--- config.mk ---
export PLATFORM = sky130hd
export DESIGN_NAME = bst_gate_ctrl
export DESIGN_NICKNAME = d
export VERILOG_FILES = /design/src/logic/bst_trig_src.sv /design/src/logic/bst_phase_acc.sv /design/src/logic/bst_gate_ctrl.sv
export SDC_FILE = /design/constraint.sdc
export NUM_CORES = 1
export LEC_CHECK = 0
export ABC_AREA = 1
export BUFFER_PORTS_ARGS = -buffer_cell sky130_fd_sc_hd__buf_2
export CELL_PAD_IN_SITES_DETAIL_PLACEMENT = 1
export CELL_PAD_IN_SITES_GLOBAL_PLACEMENT = 2
export CORE_MARGIN = 10
export CORE_UTILIZATION = 32
export CTS_CLUSTER_DIAMETER = 60
export CTS_CLUSTER_SIZE = 28
export DETAILED_ROUTE_END_ITERATION = 10
export GPL_TIMING_DRIVEN = 0
export PLACE_DENSITY = 0.8
export SYNTH_ARGS = -nofsm -noshare
export SYNTH_HDL_FRONTEND = slang
export SYNTH_SLANG_ARGS = --single-unit
--- constraint.sdc ---
create_clock -name clk_sys_i -period 17.04 [get_ports clk_sys_i]
set_input_delay 0.852 -clock clk_sys_i [delete_from_list [all_inputs] [get_ports clk_sys_i]]
set_output_delay 0.852 -clock clk_sys_i [all_outputs]
set_load 0.02 [all_outputs]
--- src/logic/bst_trig_src.sv ---
// burst gating package and shared trigger source
`timescale 1ns/1ns
package bst_pkg;
	localparam int PHASE_W       = 32;
	localparam int MARK_W        = 21;
	localparam int CNT_W         = 32;
	localparam int SAMPLE_W      = 16;
	localparam int PCT_W         = 8;
	localparam int PERIOD_W      = 32;
	localparam int CLK_FREQ_HZ   = 125_000_000;
	localparam int LAMP_TIME_MS  = 100;
	localparam int LAMP_CYCLES   = LAMP_TIME_MS * (CLK_FREQ_HZ / 1000);
	localparam logic [MARK_W-1:0] MARK_HALF_MAX = 21'h1E_847F;
	localparam logic signed [SAMPLE_W-1:0] FULL_SCALE = 16'sh7FFF;
	localparam int PCT_FULL      = 100;

	typedef enum logic [2:0] {
		ST_IDLE  = 3'b000,
		ST_DELAY = 3'b001,
		ST_MARK  = 3'b010,
		ST_SPACE = 3'b011,
		ST_DRAIN = 3'b100
	} bst_state_t;

	typedef enum logic [2:0] {
		AUX_SYNC    = 3'b000,
		AUX_GATE    = 3'b001,
		AUX_MODULATOR_PHASE_PULSE = 3'b010,
		AUX_MODWAVE = 3'b011,
		AUX_SUBWAVE = 3'b100,
		AUX_OFF     = 3'b101
	} bst_aux_t;

	typedef enum logic [1:0] {
		ROUTE_LOGIC   = 2'b00,
		ROUTE_MODWAVE = 2'b01,
		ROUTE_SUBWAVE = 2'b10
	} bst_route_t;

	typedef enum logic [2:0] {
		WAVE_SINE = 3'b000, WAVE_SQUARE = 3'b001, WAVE_TRI  = 3'b010,
		WAVE_RAMP = 3'b011, WAVE_PULSE  = 3'b100, WAVE_NOISE = 3'b101,
		WAVE_DC   = 3'b110, WAVE_ARB    = 3'b111
	} bst_wave_t;

	typedef enum logic [1:0] {
		POL_RISE = 2'b00,
		POL_FALL = 2'b01,
		POL_OFF  = 2'b10
	} bst_pol_t;

	typedef enum logic {
		MODE_TRIGGERED = 1'b0,
		MODE_FREE      = 1'b1
	} bst_mode_t;

	typedef struct packed {
		logic                  use_ext;
		bst_pol_t              polarity;
		logic [SAMPLE_W-1:0]   threshold;
		logic [PERIOD_W-1:0]   int_period;
	} bst_trig_cfg_t;

	typedef struct packed {
		bst_mode_t             gating_mode_select;
		logic [MARK_W-1:0]     mark_half;
		logic                  mark_endless;
		logic [MARK_W-1:0]     space_half;
		logic [CNT_W-1:0]      start_delay_time;
		logic                  idle_level_option;
		logic signed [PCT_W-1:0] idle_level_pct;
		logic                  halt_granularity;
		logic [PHASE_W-1:0]    start_phase;
	} bst_burst_cfg_t;
endpackage : bst_pkg

module bst_trig_src (
	// clock and reset
	input  wire logic                        clk_sys_i,
	input  wire logic                        srst_i,
	// source configuration
	input  wire bst_pkg::bst_trig_cfg_t      cfg_i,
	// trigger origins
	input  wire logic                        ext_trig_pin_i,
	input  wire logic                        manual_key_i,
	input  wire logic                        remote_trig_i,
	// results
	output logic                             trig_o,
	output logic [bst_pkg::SAMPLE_W-1:0]     threshold_o
);
	logic                          ext_meta_r, ext_sync_r, ext_prev_r;
	logic                          key_meta_r, key_sync_r, key_prev_r;
	logic [bst_pkg::PERIOD_W-1:0]  tick_cnt_r;
	logic                          tick_c, ext_edge_c;

	always_ff @(posedge clk_sys_i) begin
		if (srst_i) begin
			{ext_meta_r, ext_sync_r, ext_prev_r} <= 3'h0;
			{key_meta_r, key_sync_r, key_prev_r} <= 3'h0;
		end else begin
			ext_meta_r <= ext_trig_pin_i;
			ext_sync_r <= ext_meta_r;
			ext_prev_r <= ext_sync_r;
			key_meta_r <= manual_key_i;
			key_sync_r <= key_meta_r;
			key_prev_r <= key_sync_r;
		end
	end

	assign tick_c = (tick_cnt_r + 32'h0000_0001) >= cfg_i.int_period;
	always_ff @(posedge clk_sys_i) begin
		if (srst_i || cfg_i.use_ext || tick_c)
			tick_cnt_r <= '0;
		else
			tick_cnt_r <= tick_cnt_r + 32'h0000_0001;
	end

	always_comb begin
		unique case (cfg_i.polarity)
			bst_pkg::POL_RISE: ext_edge_c = ext_sync_r & ~ext_prev_r;
			bst_pkg::POL_FALL: ext_edge_c = ~ext_sync_r & ext_prev_r;
			default:           ext_edge_c = 1'b0;
		endcase
	end

	always_ff @(posedge clk_sys_i) begin
		if (srst_i) begin
			trig_o      <= 1'b0;
			threshold_o <= '0;
		end else begin
			trig_o <= (cfg_i.use_ext ? ext_edge_c : tick_c)
				| (key_sync_r & ~key_prev_r) | remote_trig_i;
			threshold_o <= cfg_i.threshold;
		end
	end
endmodule : bst_trig_src

--- src/logic/bst_phase_acc.sv ---
// phase accumulator with half and full cycle boundary events
`timescale 1ns/1ns
module bst_phase_acc #(
	parameter int PHASE_W = bst_pkg::PHASE_W
) (
	// clock and reset
	input  wire logic               clk_sys_i,
	input  wire logic               srst_i,
	// control
	input  wire logic [PHASE_W-1:0] freq_word_i,
	input  wire logic [PHASE_W-1:0] start_phase_i,
	input  wire logic               load_i,
	input  wire logic               run_i,
	// results
	output logic [PHASE_W-1:0]      phase_o,
	output logic                    half_evt_o,
	output logic                    full_evt_o,
	output logic                    ref_sync_o
);
	logic [PHASE_W-1:0] nxt_c, rel_now_c, rel_nxt_c;

	assign nxt_c     = phase_o + freq_word_i;
	assign rel_now_c = phase_o - start_phase_i;
	assign rel_nxt_c = nxt_c - start_phase_i;
	// boundary at start phase or opposite
	assign half_evt_o = run_i &
		(rel_now_c[PHASE_W-1] != rel_nxt_c[PHASE_W-1]);
	assign full_evt_o = run_i & rel_now_c[PHASE_W-1] &
		~rel_nxt_c[PHASE_W-1];

	always_ff @(posedge clk_sys_i) begin
		if (srst_i)
			phase_o <= '0;
		else if (load_i)
			phase_o <= start_phase_i;
		else if (run_i)
			phase_o <= nxt_c;
	end

	always_ff @(posedge clk_sys_i) begin
		if (srst_i)
			ref_sync_o <= 1'b0;
		else
			ref_sync_o <= ~phase_o[PHASE_W-1];
	end
endmodule : bst_phase_acc

--- src/logic/bst_gate_ctrl.sv ---
// burst gating controller top
`timescale 1ns/1ns
module bst_gate_ctrl #(
	parameter int LAMP_CYCLES = bst_pkg::LAMP_CYCLES
) (
	// clock and reset
	input  wire logic                               clk_sys_i,
	input  wire logic                               srst_i,
	// configuration
	input  wire logic                               burst_en_i,
	input  wire bst_pkg::bst_burst_cfg_t            cfg_i,
	input  wire bst_pkg::bst_trig_cfg_t             trig_cfg_i,
	input  wire bst_pkg::bst_wave_t                 wave_kind_i,
	input  wire bst_pkg::bst_aux_t                  aux_output_select_i,
	input  wire logic                               int_mod_i,
	input  wire logic [bst_pkg::PHASE_W-1:0]        freq_word_i,
	input  wire logic                               ext_conflict_i,
	// trigger and stop requests
	input  wire logic                               ext_trig_pin_i,
	input  wire logic                               manual_key_i,
	input  wire logic                               remote_trig_i,
	input  wire logic                               stop_req_i,
	// waveform path
	input  wire logic signed [bst_pkg::SAMPLE_W-1:0] sample_i,
	input  wire logic                               modulator_phase_pulse_i,
	// outputs
	output logic signed [bst_pkg::SAMPLE_W-1:0]     wave_out_o,
	output logic [bst_pkg::PHASE_W-1:0]             phase_o,
	output logic                                    osc_active_o,
	output logic                                    aux_sync_o,
	output bst_pkg::bst_route_t                     aux_route_o,
	output logic                                    conflict_o,
	output logic                                    trig_lamp_o,
	output logic                                    trig_shared_o,
	output logic [bst_pkg::SAMPLE_W-1:0]            trig_threshold_o
);
	bst_pkg::bst_state_t               state_r;
	bst_pkg::bst_mode_t                mode_prev_r;
	logic [bst_pkg::CNT_W-1:0]         cnt_r;
	logic [bst_pkg::CNT_W-1:0]         cnt_inc_c;
	logic [bst_pkg::CNT_W-1:0]         lamp_cnt_r;
	logic signed [bst_pkg::SAMPLE_W-1:0] held_r;
	logic signed [bst_pkg::SAMPLE_W-1:0] level_c;
	logic signed [bst_pkg::SAMPLE_W+bst_pkg::PCT_W-1:0] prod_c;
	logic                              trig_c;
	logic                              half_evt_c, full_evt_c, ref_sync_c;
	logic                              refused_c, conflict_c, mode_chg_c;
	logic                              ok_c, free_c, osc_c;
	logic                              mark_done_c, space_done_c, stop_evt_c;
	logic                              load_c, run_c;

	bst_trig_src u_trig (
		.clk_sys_i      (clk_sys_i),
		.srst_i         (srst_i),
		.cfg_i          (trig_cfg_i),
		.ext_trig_pin_i (ext_trig_pin_i),
		.manual_key_i   (manual_key_i),
		.remote_trig_i  (remote_trig_i),
		.trig_o         (trig_c),
		.threshold_o    (trig_threshold_o)
	);

	bst_phase_acc u_phase (
		.clk_sys_i     (clk_sys_i),
		.srst_i        (srst_i),
		.freq_word_i   (freq_word_i),
		.start_phase_i (cfg_i.start_phase),
		.load_i        (load_c),
		.run_i         (run_c),
		.phase_o       (phase_o),
		.half_evt_o    (half_evt_c),
		.full_evt_o    (full_evt_c),
		.ref_sync_o    (ref_sync_c)
	);

	assign trig_shared_o = trig_c;
	assign free_c     = cfg_i.gating_mode_select == bst_pkg::MODE_FREE;
	assign mode_chg_c = cfg_i.gating_mode_select != mode_prev_r;
	assign refused_c  = (wave_kind_i == bst_pkg::WAVE_NOISE) ||
		(wave_kind_i == bst_pkg::WAVE_DC);
	assign conflict_c = burst_en_i & (refused_c | ext_conflict_i |
		(!cfg_i.mark_endless && cfg_i.mark_half == '0) |
		(cfg_i.mark_half > bst_pkg::MARK_HALF_MAX) |
		(free_c && (cfg_i.mark_endless || cfg_i.space_half == '0)));
	assign ok_c    = burst_en_i & ~conflict_c & ~mode_chg_c;
	assign cnt_inc_c = cnt_r + 32'h0000_0001;
	assign mark_done_c = (state_r == bst_pkg::ST_MARK) & half_evt_c &
		~cfg_i.mark_endless & (cnt_inc_c == 32'(cfg_i.mark_half));
	assign space_done_c = (state_r == bst_pkg::ST_SPACE) & half_evt_c &
		(cnt_inc_c == 32'(cfg_i.space_half));
	assign stop_evt_c = cfg_i.halt_granularity ? half_evt_c : full_evt_c;
	assign osc_c = (state_r == bst_pkg::ST_MARK) ||
		(state_r == bst_pkg::ST_DRAIN);
	assign run_c = osc_c || (state_r == bst_pkg::ST_SPACE);
	// each burst begins at start phase
	assign load_c = (state_r == bst_pkg::ST_IDLE) ||
		(state_r == bst_pkg::ST_DELAY) || space_done_c;

	always_ff @(posedge clk_sys_i) begin
		if (srst_i)
			mode_prev_r <= bst_pkg::MODE_TRIGGERED;
		else
			mode_prev_r <= cfg_i.gating_mode_select;
	end

	always_ff @(posedge clk_sys_i) begin
		if (srst_i) begin
			state_r <= bst_pkg::ST_IDLE;
			cnt_r   <= '0;
		end else if (burst_en_i && (mode_chg_c || conflict_c)) begin
			state_r <= bst_pkg::ST_IDLE;
			cnt_r   <= '0;
		end else if (!burst_en_i) begin
			// leaving burst mode drains to boundary
			if (state_r == bst_pkg::ST_MARK)
				state_r <= bst_pkg::ST_DRAIN;
			else if (state_r != bst_pkg::ST_DRAIN || stop_evt_c)
				state_r <= bst_pkg::ST_IDLE;
			cnt_r <= '0;
		end else begin
			unique case (state_r)
				bst_pkg::ST_IDLE: begin
					cnt_r <= '0;
					if (free_c)
						state_r <= bst_pkg::ST_MARK;
					else if (trig_c && cfg_i.start_delay_time == '0)
						state_r <= bst_pkg::ST_MARK;
					else if (trig_c) begin
						state_r <= bst_pkg::ST_DELAY;
						cnt_r   <= 32'h0000_0001;
					end
				end
				bst_pkg::ST_DELAY: begin
					if (cnt_r >= cfg_i.start_delay_time) begin
						state_r <= bst_pkg::ST_MARK;
						cnt_r   <= '0;
					end else
						cnt_r <= cnt_inc_c;
				end
				bst_pkg::ST_MARK: begin
					if (cfg_i.mark_endless && stop_req_i)
						state_r <= bst_pkg::ST_DRAIN;
					else if (mark_done_c) begin
						state_r <= free_c ? bst_pkg::ST_SPACE
							: bst_pkg::ST_IDLE;
						cnt_r   <= '0;
					end else if (half_evt_c && !cfg_i.mark_endless)
						cnt_r <= cnt_inc_c;
				end
				bst_pkg::ST_SPACE: begin
					if (space_done_c) begin
						state_r <= bst_pkg::ST_MARK;
						cnt_r   <= '0;
					end else if (half_evt_c)
						cnt_r <= cnt_inc_c;
				end
				bst_pkg::ST_DRAIN: begin
					if (stop_evt_c)
						state_r <= bst_pkg::ST_IDLE;
				end
				default: begin
					state_r <= bst_pkg::ST_IDLE;
					cnt_r   <= '0;
				end
			endcase
		end
	end

	// idle level as share of full scale
	always_comb begin
		prod_c  = cfg_i.idle_level_pct * bst_pkg::FULL_SCALE;
		level_c = bst_pkg::SAMPLE_W'(prod_c / bst_pkg::PCT_FULL);
	end

	always_ff @(posedge clk_sys_i) begin
		if (srst_i) begin
			held_r       <= '0;
			wave_out_o   <= '0;
			osc_active_o <= 1'b0;
			conflict_o   <= 1'b0;
		end else begin
			if (state_r == bst_pkg::ST_IDLE || state_r == bst_pkg::ST_DELAY)
				held_r <= sample_i;
			if (osc_c)
				wave_out_o <= sample_i;
			else if (cfg_i.idle_level_option)
				wave_out_o <= level_c;
			else if (state_r == bst_pkg::ST_SPACE)
				wave_out_o <= held_r;
			else
				wave_out_o <= sample_i;
			osc_active_o <= osc_c;
			conflict_o   <= conflict_c;
		end
	end

	always_ff @(posedge clk_sys_i) begin
		if (srst_i)
			lamp_cnt_r <= '0;
		else if (trig_c && burst_en_i && !free_c)
			lamp_cnt_r <= 32'(LAMP_CYCLES);
		else if (lamp_cnt_r != '0)
			lamp_cnt_r <= lamp_cnt_r - 32'h0000_0001;
	end

	always_ff @(posedge clk_sys_i) begin
		if (srst_i)
			trig_lamp_o <= 1'b0;
		else
			trig_lamp_o <= (trig_c && burst_en_i && !free_c) ||
				(lamp_cnt_r > 32'h0000_0001);
	end

	always_ff @(posedge clk_sys_i) begin
		if (srst_i) begin
			aux_sync_o  <= 1'b0;
			aux_route_o <= bst_pkg::ROUTE_LOGIC;
		end else begin
			aux_route_o <= bst_pkg::ROUTE_LOGIC;
			case (aux_output_select_i)
				bst_pkg::AUX_SYNC: aux_sync_o <= ref_sync_c;
				bst_pkg::AUX_GATE: aux_sync_o <= ~osc_c;
				bst_pkg::AUX_MODULATOR_PHASE_PULSE:
					aux_sync_o <= int_mod_i & modulator_phase_pulse_i;
				bst_pkg::AUX_MODWAVE, bst_pkg::AUX_SUBWAVE: begin
					aux_sync_o  <= 1'b0;
					aux_route_o <= int_mod_i ? bst_pkg::ROUTE_MODWAVE
						: bst_pkg::ROUTE_SUBWAVE;
				end
				default: aux_sync_o <= 1'b0;
			endcase
		end
	end
endmodule : bst_gate_ctrl

* Word level (Yosys, flattened, before mapping)
Cells that the tools add are included.
** Word-level totals
- Register bits :: 194
- Bits of input ports :: 233
- Word-level logic and storage cells :: 161
** Operators by class
- Add/subtract/negate cells :: 6
- Multiply operators :: 1
- Div/mod/pow operators :: 1
- Order comparisons :: 4
- Equal/unequal tests :: 24
- Muxes and demuxes :: 35
- Bitwise operators :: 29
- Reduce and logical (&&, ||, !) cells :: 38
** Operator list (count)
- $mux W32 :: 8
- $pmux W32 S5 :: 1
- $add A32 B1 Y32 const B :: 2
- $eq A32 B21 Y1 :: 2
- $ge A32 B32 Y1 :: 2
- $sub A32 B32 Y32 :: 2
- $mux W16 :: 3
- $mux W24 :: 2
- $logic_not A21 Y1 :: 2
- $mux W3 :: 11
- $add A32 B32 Y32 :: 1
- $div A32 B8 Y32 const B :: 1
- $gt A32 B1 Y1 const B :: 1
- $logic_not A32 Y1 :: 1
- $reduce_bool A32 Y1 :: 1
- $sub A32 B1 Y32 const B :: 1
- $mul A8 B16 Y24 const B :: 1
- $gt A21 B21 Y1 const B :: 1
- $pmux W3 S5 :: 1
- $and A1 B1 Y1 :: 13
- $eq A3 B2 Y1 const B :: 4
- $eq A3 B3 Y1 const B :: 4
- $ne A3 B3 Y1 const B :: 4
- $logic_or A1 B1 Y1 :: 11
- other kinds (23) :: 58

* Longest topological paths before layout
Gate-level depths: netlist (run 1).
- Depth after elaboration :: 11
- Depth in mapped cells :: 121
- Mapped depth without buffers :: 121

* By module
A second synthesis (run 1) with hierarchy kept.
** Unflattened totals
- Cells, all modules :: 3377
- Area total of the unflattened synthesis :: 21574.4 sq um
** Modules (own cells, without submodules)
- bst_gate_ctrl :: times used 1, cells each 2145, area an instance 13277.7 sq um
- bst_phase_acc :: times used 1, cells each 743, area an instance 4909.7 sq um
- bst_trig_src :: times used 1, cells each 489, area an instance 3387.0 sq um

* Worst setup path before layout (run 1)
OpenSTA, ideal clock, no wires.
- Kind :: input to register
- Start point :: in cfg_i[35] in the netlist's numbering
- End point :: reg wave_out_o[14] in the netlist's numbering
- Setup time :: 0.074 ns
- Arrival time :: 12.183 ns
- Data required time :: 16.966 ns
- Setup slack :: 4.783 ns
- Stages :: 100
- Cells stage by stage :: fa_1 > clkbuf_1 > inv_1 > fa_1 > inv_1 > fa_1 > inv_1 > fa_1 > inv_1 > ha_1 > or2_4 > nand3_1 > nand2_1 > nand2_1 > nand3_1 > nand2_1 > clkinv_1 > nor2_1 > (+64 left out) > nand4_2 > nand2_4 > nand2_8 > nand2_2 > nand4_1 > nand2_2 > nand3_1 > nand3_2 > nand2_2 > inv_2 > ha_1 > nand4_1 > o21ai_1 > o21ai_1 > o21bai_1 > a21oi_1 > o21ai_1 > a31oi_1
** Between the ends
- Cells in the longest elaborated chain, start to end :: 4
** RTL lines
- start: declaration :: RTL line bst_gate_ctrl.sv:11 : input wire bst_pkg::bst_burst_cfg_t cfg_i,
- $mul A8 B16 Y24 :: RTL line bst_gate_ctrl.sv:171 : prod_c = cfg_i.idle_level_pct * bst_pkg::FULL_SCALE;
- $div A32 B8 Y32 :: RTL line bst_gate_ctrl.sv:172 : level_c = bst_pkg::SAMPLE_W'(prod_c / bst_pkg::PCT_FULL);
- $mux W16 :: RTL line bst_gate_ctrl.sv:186 : else if (cfg_i.idle_level_option)
- $mux W16 :: RTL line bst_gate_ctrl.sv:184 : if (osc_c)
- end signal: assignment :: RTL line bst_gate_ctrl.sv:185 : wave_out_o <= sample_i;
- end signal: assignment :: RTL line bst_gate_ctrl.sv:187 : wave_out_o <= level_c;
- end signal: assignment :: RTL line bst_gate_ctrl.sv:189 : wave_out_o <= held_r;
- end: declaration :: RTL line bst_gate_ctrl.sv:27 : output logic signed [bst_pkg::SAMPLE_W-1:0] wave_out_o,
Every way passes these cells.
A chain may end at the register's enable or synchronous reset.

* Final worst setup path (run 1)
- Start point :: in cfg_i[36] in the netlist's numbering
- End point :: reg wave_out_o[12] in the netlist's numbering
Same word-level chain as after synthesis.

==> qor.csv, run 1 <==
stage,metric,value,unit
run_status,status,completed,
timing,hold slack,0.413,ns
drt,drt pass-1 iters,5,
timing,Slew @ Worst Pin,1.14,ns
drt,final wirelength,71.8,mm
timing,RSZ-0062 raised after global routing,no,
yosys,Post-synth EDFFs,0,
timing,Final Slew Violations,0,
yosys,Cell variety after synth,65,
timing,Setup-failing EPs final,0,
clock_network,Worst-path clk slew,0.07,ns
timing,fin crit period,14.38,ns
die,Die Ht,271,um
yosys,post-synthesis cell count,3147,
clock_network,Post-CTS Hold Buffers,0,
cells_and_area,layout cells sized above 1,0.159,
job,max cap viols,0,
yosys,Yosys reg bits,194,
die,width of the die,271,um
clock_network,CTS buffer count,17,
clock_network,Post-CTS Setup Repair Bufs,0,
setup_path,CP endpoint kind,register,
die,Core Area,62900,sq um
cells_and_area,fillers,8430,
yosys,largest family of logic cells by synthesized area,simple AND/OR/NAND/NOR gates,
yosys,Simple-Gate Fraction of Synth Area,0.357,
setup_path,Critical Path Source Type,primary input,
setup_path,arrival time worst endpoint,14.72,ns
drt,Detailed Route Iter0 Violations,720,
setup_path,critical path data required time,17.37,ns
drt,via count,21400,
yosys,Synth area leaders,"dfxtp_1 (19%), ha_1 (13%), nand2_1 (12%)",
setup_path,Worst path most repeated cell,nand2_4,
yosys,ys flop type,dfxtp_1,
setup_path,critical setup path kind,primary input to register,
timing,Peak Freq,0.0695,GHz
setup_path,cells on worst reg2reg path,47,
clock_network,H-tree level count,4,
die,Die ar.,73700,sq um
global_route,initial antenna violation count,18,
yosys,mux cell area share after synthesis,0,
setup_path,Critical Path Max Stage Delay,0.54,ns
yosys,fraction of registers with async set/reset,0,
die,Starting Density,0.322,
setup_path,worst reg2reg startpoint,u_phase.phase_o[0],
clock_network,cts repair resizes,0,
yosys,average cell area after synthesis,6.43,sq um
setup_path,critical path peak fanout,8,
timing,setup TNS,0,ns
yosys,Post-Syn Nets,3608,
setup_path,Buffers & Inverters on Critical Path,12,
setup_path,r2r setup slk,8.45,ns
clock_network,Longest Clk Path Bufs,2,
drt,vias per std cell,4.95,
yosys,"count leader, synth",nand2_1,
yosys,top cells by instance count after synthesis,"nand2_1 (653), inv_1 (523), nor2_1 (340)",
drt,Avg WL per Cell,16.6,um
yosys,Yosys top cell by area,dfxtp_1,
cells_and_area,Final #Nets,3928,
yosys,Syn Std Cell Area,20200,sq um
clock_network,clk_lat worst skew,0.50,ns
setup_path,Critical Path Slowest Stage Cell,fa_1,
placed_design,input/output buffers,301,
timing,Tcrit/Tclk final,0.844,
yosys,post-synth top area share,0.192,
worst_hold_path,Hold Path Origin,u_trig.key_meta_r,
global_route,vias in the first global route,22700,
die,Rows,92,
global_route,Total GRT Usage,0.192,
placed_design,dpl cells,4294,
clock_network,total clock sinks,194,
placed_design,GP Congestion,0.899,
global_route,remaining global-route overflow,0,
clock_network,CTS Root Cell,clkbuf_16,
worst_hold_path,hold path cells,2,
yosys,Yosys Warn Count,0,
yosys,Adder-Cell Fraction of Synth Area,0.149,
cells_and_area,"Cell Count, Final, Fillers Out",4329,
timing,clock skew,0.0144,ns
yosys,"Seq/Total Area, Yosys",0.192,
global_route,largest net degree at the start of global routing,19,
yosys,xor/xnor share of the synthesized area,0.0598,
worst_hold_path,Worst Hold Path EP,u_trig.key_sync_r,
timing,Max-slew headroom,0.231,
setup_path,worst reg2reg path endpoint,cnt_r[20],
setup_path,Critical Path Start,cfg_i[36],
timing,final hold viol count,0,
setup_path,critical path's top delay family,simple AND/OR/NAND/NOR gates,
cells_and_area,Syn-to-layout area delta,15.5,%
die,number of I/O pins,304,
drt,# DRC,0,
worst_hold_path,Hold Path Class,register to register,
drt,DRT antenna net count,0,
yosys,post-synthesis compound-gate area fraction,0.127,
placed_design,DPL Wire Length,62.1,mm
clock_network,CTS tree,built,
global_route,global-route wire length before repair,116,mm
per-stage QoR:
| stage | setup WS (ns) | cell area (sq um) | utilization |
|---|---|---|---|
| after detailed placement | 2.03 | 22800 | 0.363 |
| after CTS | 2.52 | 23400 | 0.372 |
| after global placement | 2.46 | 22800 | 0.363 |
| after global routing | 1.15 | 23400 | 0.372 |
| after floorplan | 4.78 | 20200 | - |
| final | 2.66 | 23400 | 0.372 |
flip-flops by register name, summed over array words and instances, names as in the netlist, 2 cells and up:
register and count:
cnt_r 32, wave_out_o 16, u_phase.phase_o 32, held_r 16, state_r 3, u_trig.threshold_o 16
lamp_cnt_r 32, aux_route_o 2, u_trig.tick_cnt_r 32
placed cells by master (no fill, tap or decap), types with 11 or more instances in the layout:
cell type / n
nand2_1: 653
inv_1: 523
nor2_1: 340
buf_2: 302
ha_1: 207
nand3_1: 206
dfxtp_1: 194
a21oi_1: 179
xor2_1: 114
o21ai_0: 102
nand4_1: 74
nand2_2: 71
nor3_1: 62
clkbuf_1: 40
o211ai_1: 40
inv_2: 28
nor4_1: 25
nand2_4: 25
xnor2_1: 24
or2_2: 21
fa_1: 21
a31oi_1: 20
clkbuf_16: 17
a21o_1: 14
nor2_2: 13
o21ai_1: 13
nand3_2: 11
nor2_4: 11
worst reg2reg max path, delay by kind of cell (launching register included):
family                   cells  cell delay, ns
AO/OA/AOI/OAI               12            2.24
XOR/XNOR                     4            0.69
adder cells (fa/ha/maj)      3            0.81
buffers and inverters        5            1.16
flip-flops                   1            0.42
AND/OR/NAND/NOR             23            3.17
area by class of cell:
cell class	instances	area, sq um	area share
flip-flops and latches	194	3880	0.166
clock inverters	12	120	0.00514
clock buffers	20	447	0.0191
diodes	3	7.51	0.000321
well taps	846	1060	0.0453
repair buffers	301	1510	0.0645
plain buffers	51	226	0.00969
inverters	559	2100	0.0898
multi-input cells	2343	14000	0.600
logic make-up after synthesis:
group | Yosys count
XOR/XNOR | 138
flip-flops | 194
AND/OR/NAND/NOR | 1544
AO/OA/AOI/OAI | 433
adder cells (fa/ha/maj) | 228
buffers and inverters | 610
per-layer routing:
metal  vias to the layer above  global-route usage  share of wire
met5                         -                   0         0.0021
met2                       277               0.338           0.48
met4                        22              0.0458          0.014
met3                        77              0.0453          0.050
met1                     10200               0.233           0.45
li1                      10900                   -              -
worst max path at each step:
stage                          end  slack [ns]  depth (start not counted)
floorplan           wave_out_o[14]        4.78                        100
global placement    wave_out_o[14]        2.46                        101
detailed placement  wave_out_o[14]        2.03                        101
CTS                 wave_out_o[14]        2.52                        101
global route        wave_out_o[14]        1.15                        101
finish              wave_out_o[12]        2.66                        100
Power of run 1 is not shown: default switching activity piles up to over one toggle a cycle in this logic, so the estimate is an artifact.
==> run 2, diff against run 1 <==
clock period = 13.6 ns   (was 17.04 ns; I/O delays follow)
==> run 2 against run 1 <==
Final cell count is 2.6% higher. Die area stayed put. Design area is 11% higher. Via count is 3.0% higher. Sequential cell count stayed put. Clock skew hardly changed. Critical endpoint is now wave_out_o[14]. Wire length is 5.9% higher.
==> qor.csv, run 2 (synthesized netlist as in run 1, its figures left out) <==
stage,metric,value,unit,change
run_status,status,completed,,
global_route,Total GRT Usage,0.193,,+0.00122
setup_path,critical path peak fanout,7,,-1
die,width of the die,271,um,unchanged
cells_and_area,fillers,8239,,-2.3%
clock_network,CTS tree,built,,
die,Starting Density,0.322,,unchanged
setup_path,CP endpoint kind,register,,
clock_network,Longest Clk Path Bufs,2,,unchanged
clock_network,CTS buffer count,17,,unchanged
timing,Final Slew Violations,0,,unchanged
global_route,vias in the first global route,22900,,+0.62%
timing,Slew @ Worst Pin,1.14,ns,-0.00408 ns
timing,clock skew,0.0143,ns,-0.000134 ns
setup_path,Critical Path Max Stage Delay,0.63,ns,+0.09 ns
setup_path,critical setup path kind,primary input to register,,
die,Core Area,62900,sq um,unchanged
placed_design,input/output buffers,301,,unchanged
job,max cap viols,0,,unchanged
timing,setup ws final,0.205,ns,-2.45 ns
clock_network,total clock sinks,194,,unchanged
setup_path,worst reg2reg startpoint,u_phase.phase_o[0],,
timing,Max-slew headroom,0.234,,+0.00274
cells_and_area,Syn-to-layout area delta,28.8,%,
clock_network,clk_lat worst skew,0.50,ns,about the same
cells_and_area,Final #Nets,4040,,+2.9%
die,number of I/O pins,304,,unchanged
global_route,initial antenna violation count,18,,unchanged
setup_path,critical path data required time,13.99,ns,-3.38 ns
placed_design,DPL Wire Length,62.1,mm,unchanged
drt,Avg WL per Cell,17.1,um,+3.3%
clock_network,H-tree level count,4,,unchanged
setup_path,Critical Path Start,cfg_i[36],,
timing,RSZ-0062 raised after global routing,yes,,
drt,drt pass-1 iters,4,,-1
clock_network,Post-CTS Hold Buffers,0,,unchanged
worst_hold_path,Hold Path Class,primary input to register,,
cells_and_area,Final Util,0.414,,+0.0426
cells_and_area,"commonest non-fill, non-tap cell in the layout",nand2_1,,
cells_and_area,most frequent cells in the layout,"nand2_1 (553), inv_1 (507), nor2_1 (317), buf_2 (299), ha_1 (195)",,
drt,final wirelength,76.1,mm,+5.9%
drt,Detailed Route Iter0 Violations,760,,+5.6%
global_route,remaining global-route overflow,0,,unchanged
timing,setup TNS,0,ns,unchanged
setup_path,arrival time worst endpoint,13.79,ns,-0.93 ns
setup_path,Worst path most repeated cell,nand2_4,,
timing,Peak Freq,0.0747,GHz,
drt,# DRC,0,,unchanged
timing,Tcrit/Tclk final,0.985,,
timing,final hold viol count,0,,unchanged
drt,via count,22100,,+3.0%
setup_path,Critical Path Source Type,primary input,,
die,Die Ht,271,um,unchanged
drt,vias per std cell,4.97,,+0.42%
global_route,global-route wire length before repair,117,mm,+0.66%
setup_path,Critical Path Slowest Stage Cell,fa_2,,
clock_network,Worst-path clk slew,0.08,ns,about the same
clock_network,CTS Root Cell,clkbuf_16,,
die,Die ar.,73700,sq um,unchanged
die,Rows,92,,unchanged
drt,DRT antenna net count,0,,unchanged
global_route,largest net degree at the start of global routing,19,,unchanged
cells_and_area,layout cells sized above 1,0.252,,+0.0928
timing,Setup-failing EPs final,0,,unchanged
timing,fin crit period,13.40,ns,
placed_design,dpl ws,-1.24,ns,-3.27 ns
placed_design,GP Congestion,0.899,,unchanged
worst_hold_path,Hold Path Origin,int_mod_i,,
[run 2: final cells by class]
type	count	area, sq um	area share
antenna	3	7.51	0.000288
buffer	51	245	0.00942
clock buffer	20	447	0.0172
clock inverter	12	120	0.00461
inverter	559	2120	0.0814
multi-input combinational	2343	15700	0.604
sequential	194	3880	0.149
tap	846	1060	0.0407
timing repair buffer	413	2420	0.0929
[run 2: path summary, 6_finish.rpt]
path	to	slack (ns)	cells after the start
max reg2reg	cnt_r[20]	4.99	47
min reg2reg	u_trig.key_sync_r	0.41	2
min	aux_route_o[1]	0.37	2
max	wave_out_o[14]	0.20	101
[run 2: what timing repair did]
item	4_1_cts	5_1_grt
setup endpoints to repair	4	15
cloned	0	1
setup buffers	15	96
resized for setup	52	370
pin swaps	32	167
[run 2: routing by layer]
layer / global-route usage / wire length, um / up-vias
li1: - / - / 11100
met1: 0.235 / 33800 / 10600
met2: 0.342 / 37700 / 272
met3: 0.0422 / 3210 / 92
met4: 0.0462 / 1160 / 20
met5: 0 / 145 / -
[run 2: worst max-delay path, delay by kind of cell]
kind / cells / cell delay [ns]
buf+inv: 9 / 0.88
fa+ha+maj: 6 / 2.56
simple gates: 77 / 8.18
compound gates: 9 / 1.39
[run 2: through the flow]
stage	hold slack, ns	cells	area [sq um]
6_report	0.373	4441	26000
5_1_grt	0.350	4438	26000
4_1_cts	0.335	4341	23700
3_5_place_dp	0.408	4294	22800
3_3_place_gp	0.390	4294	22800
2_1_floorplan	0.388	3147	20200
Power of run 2 is left out for the same reason.
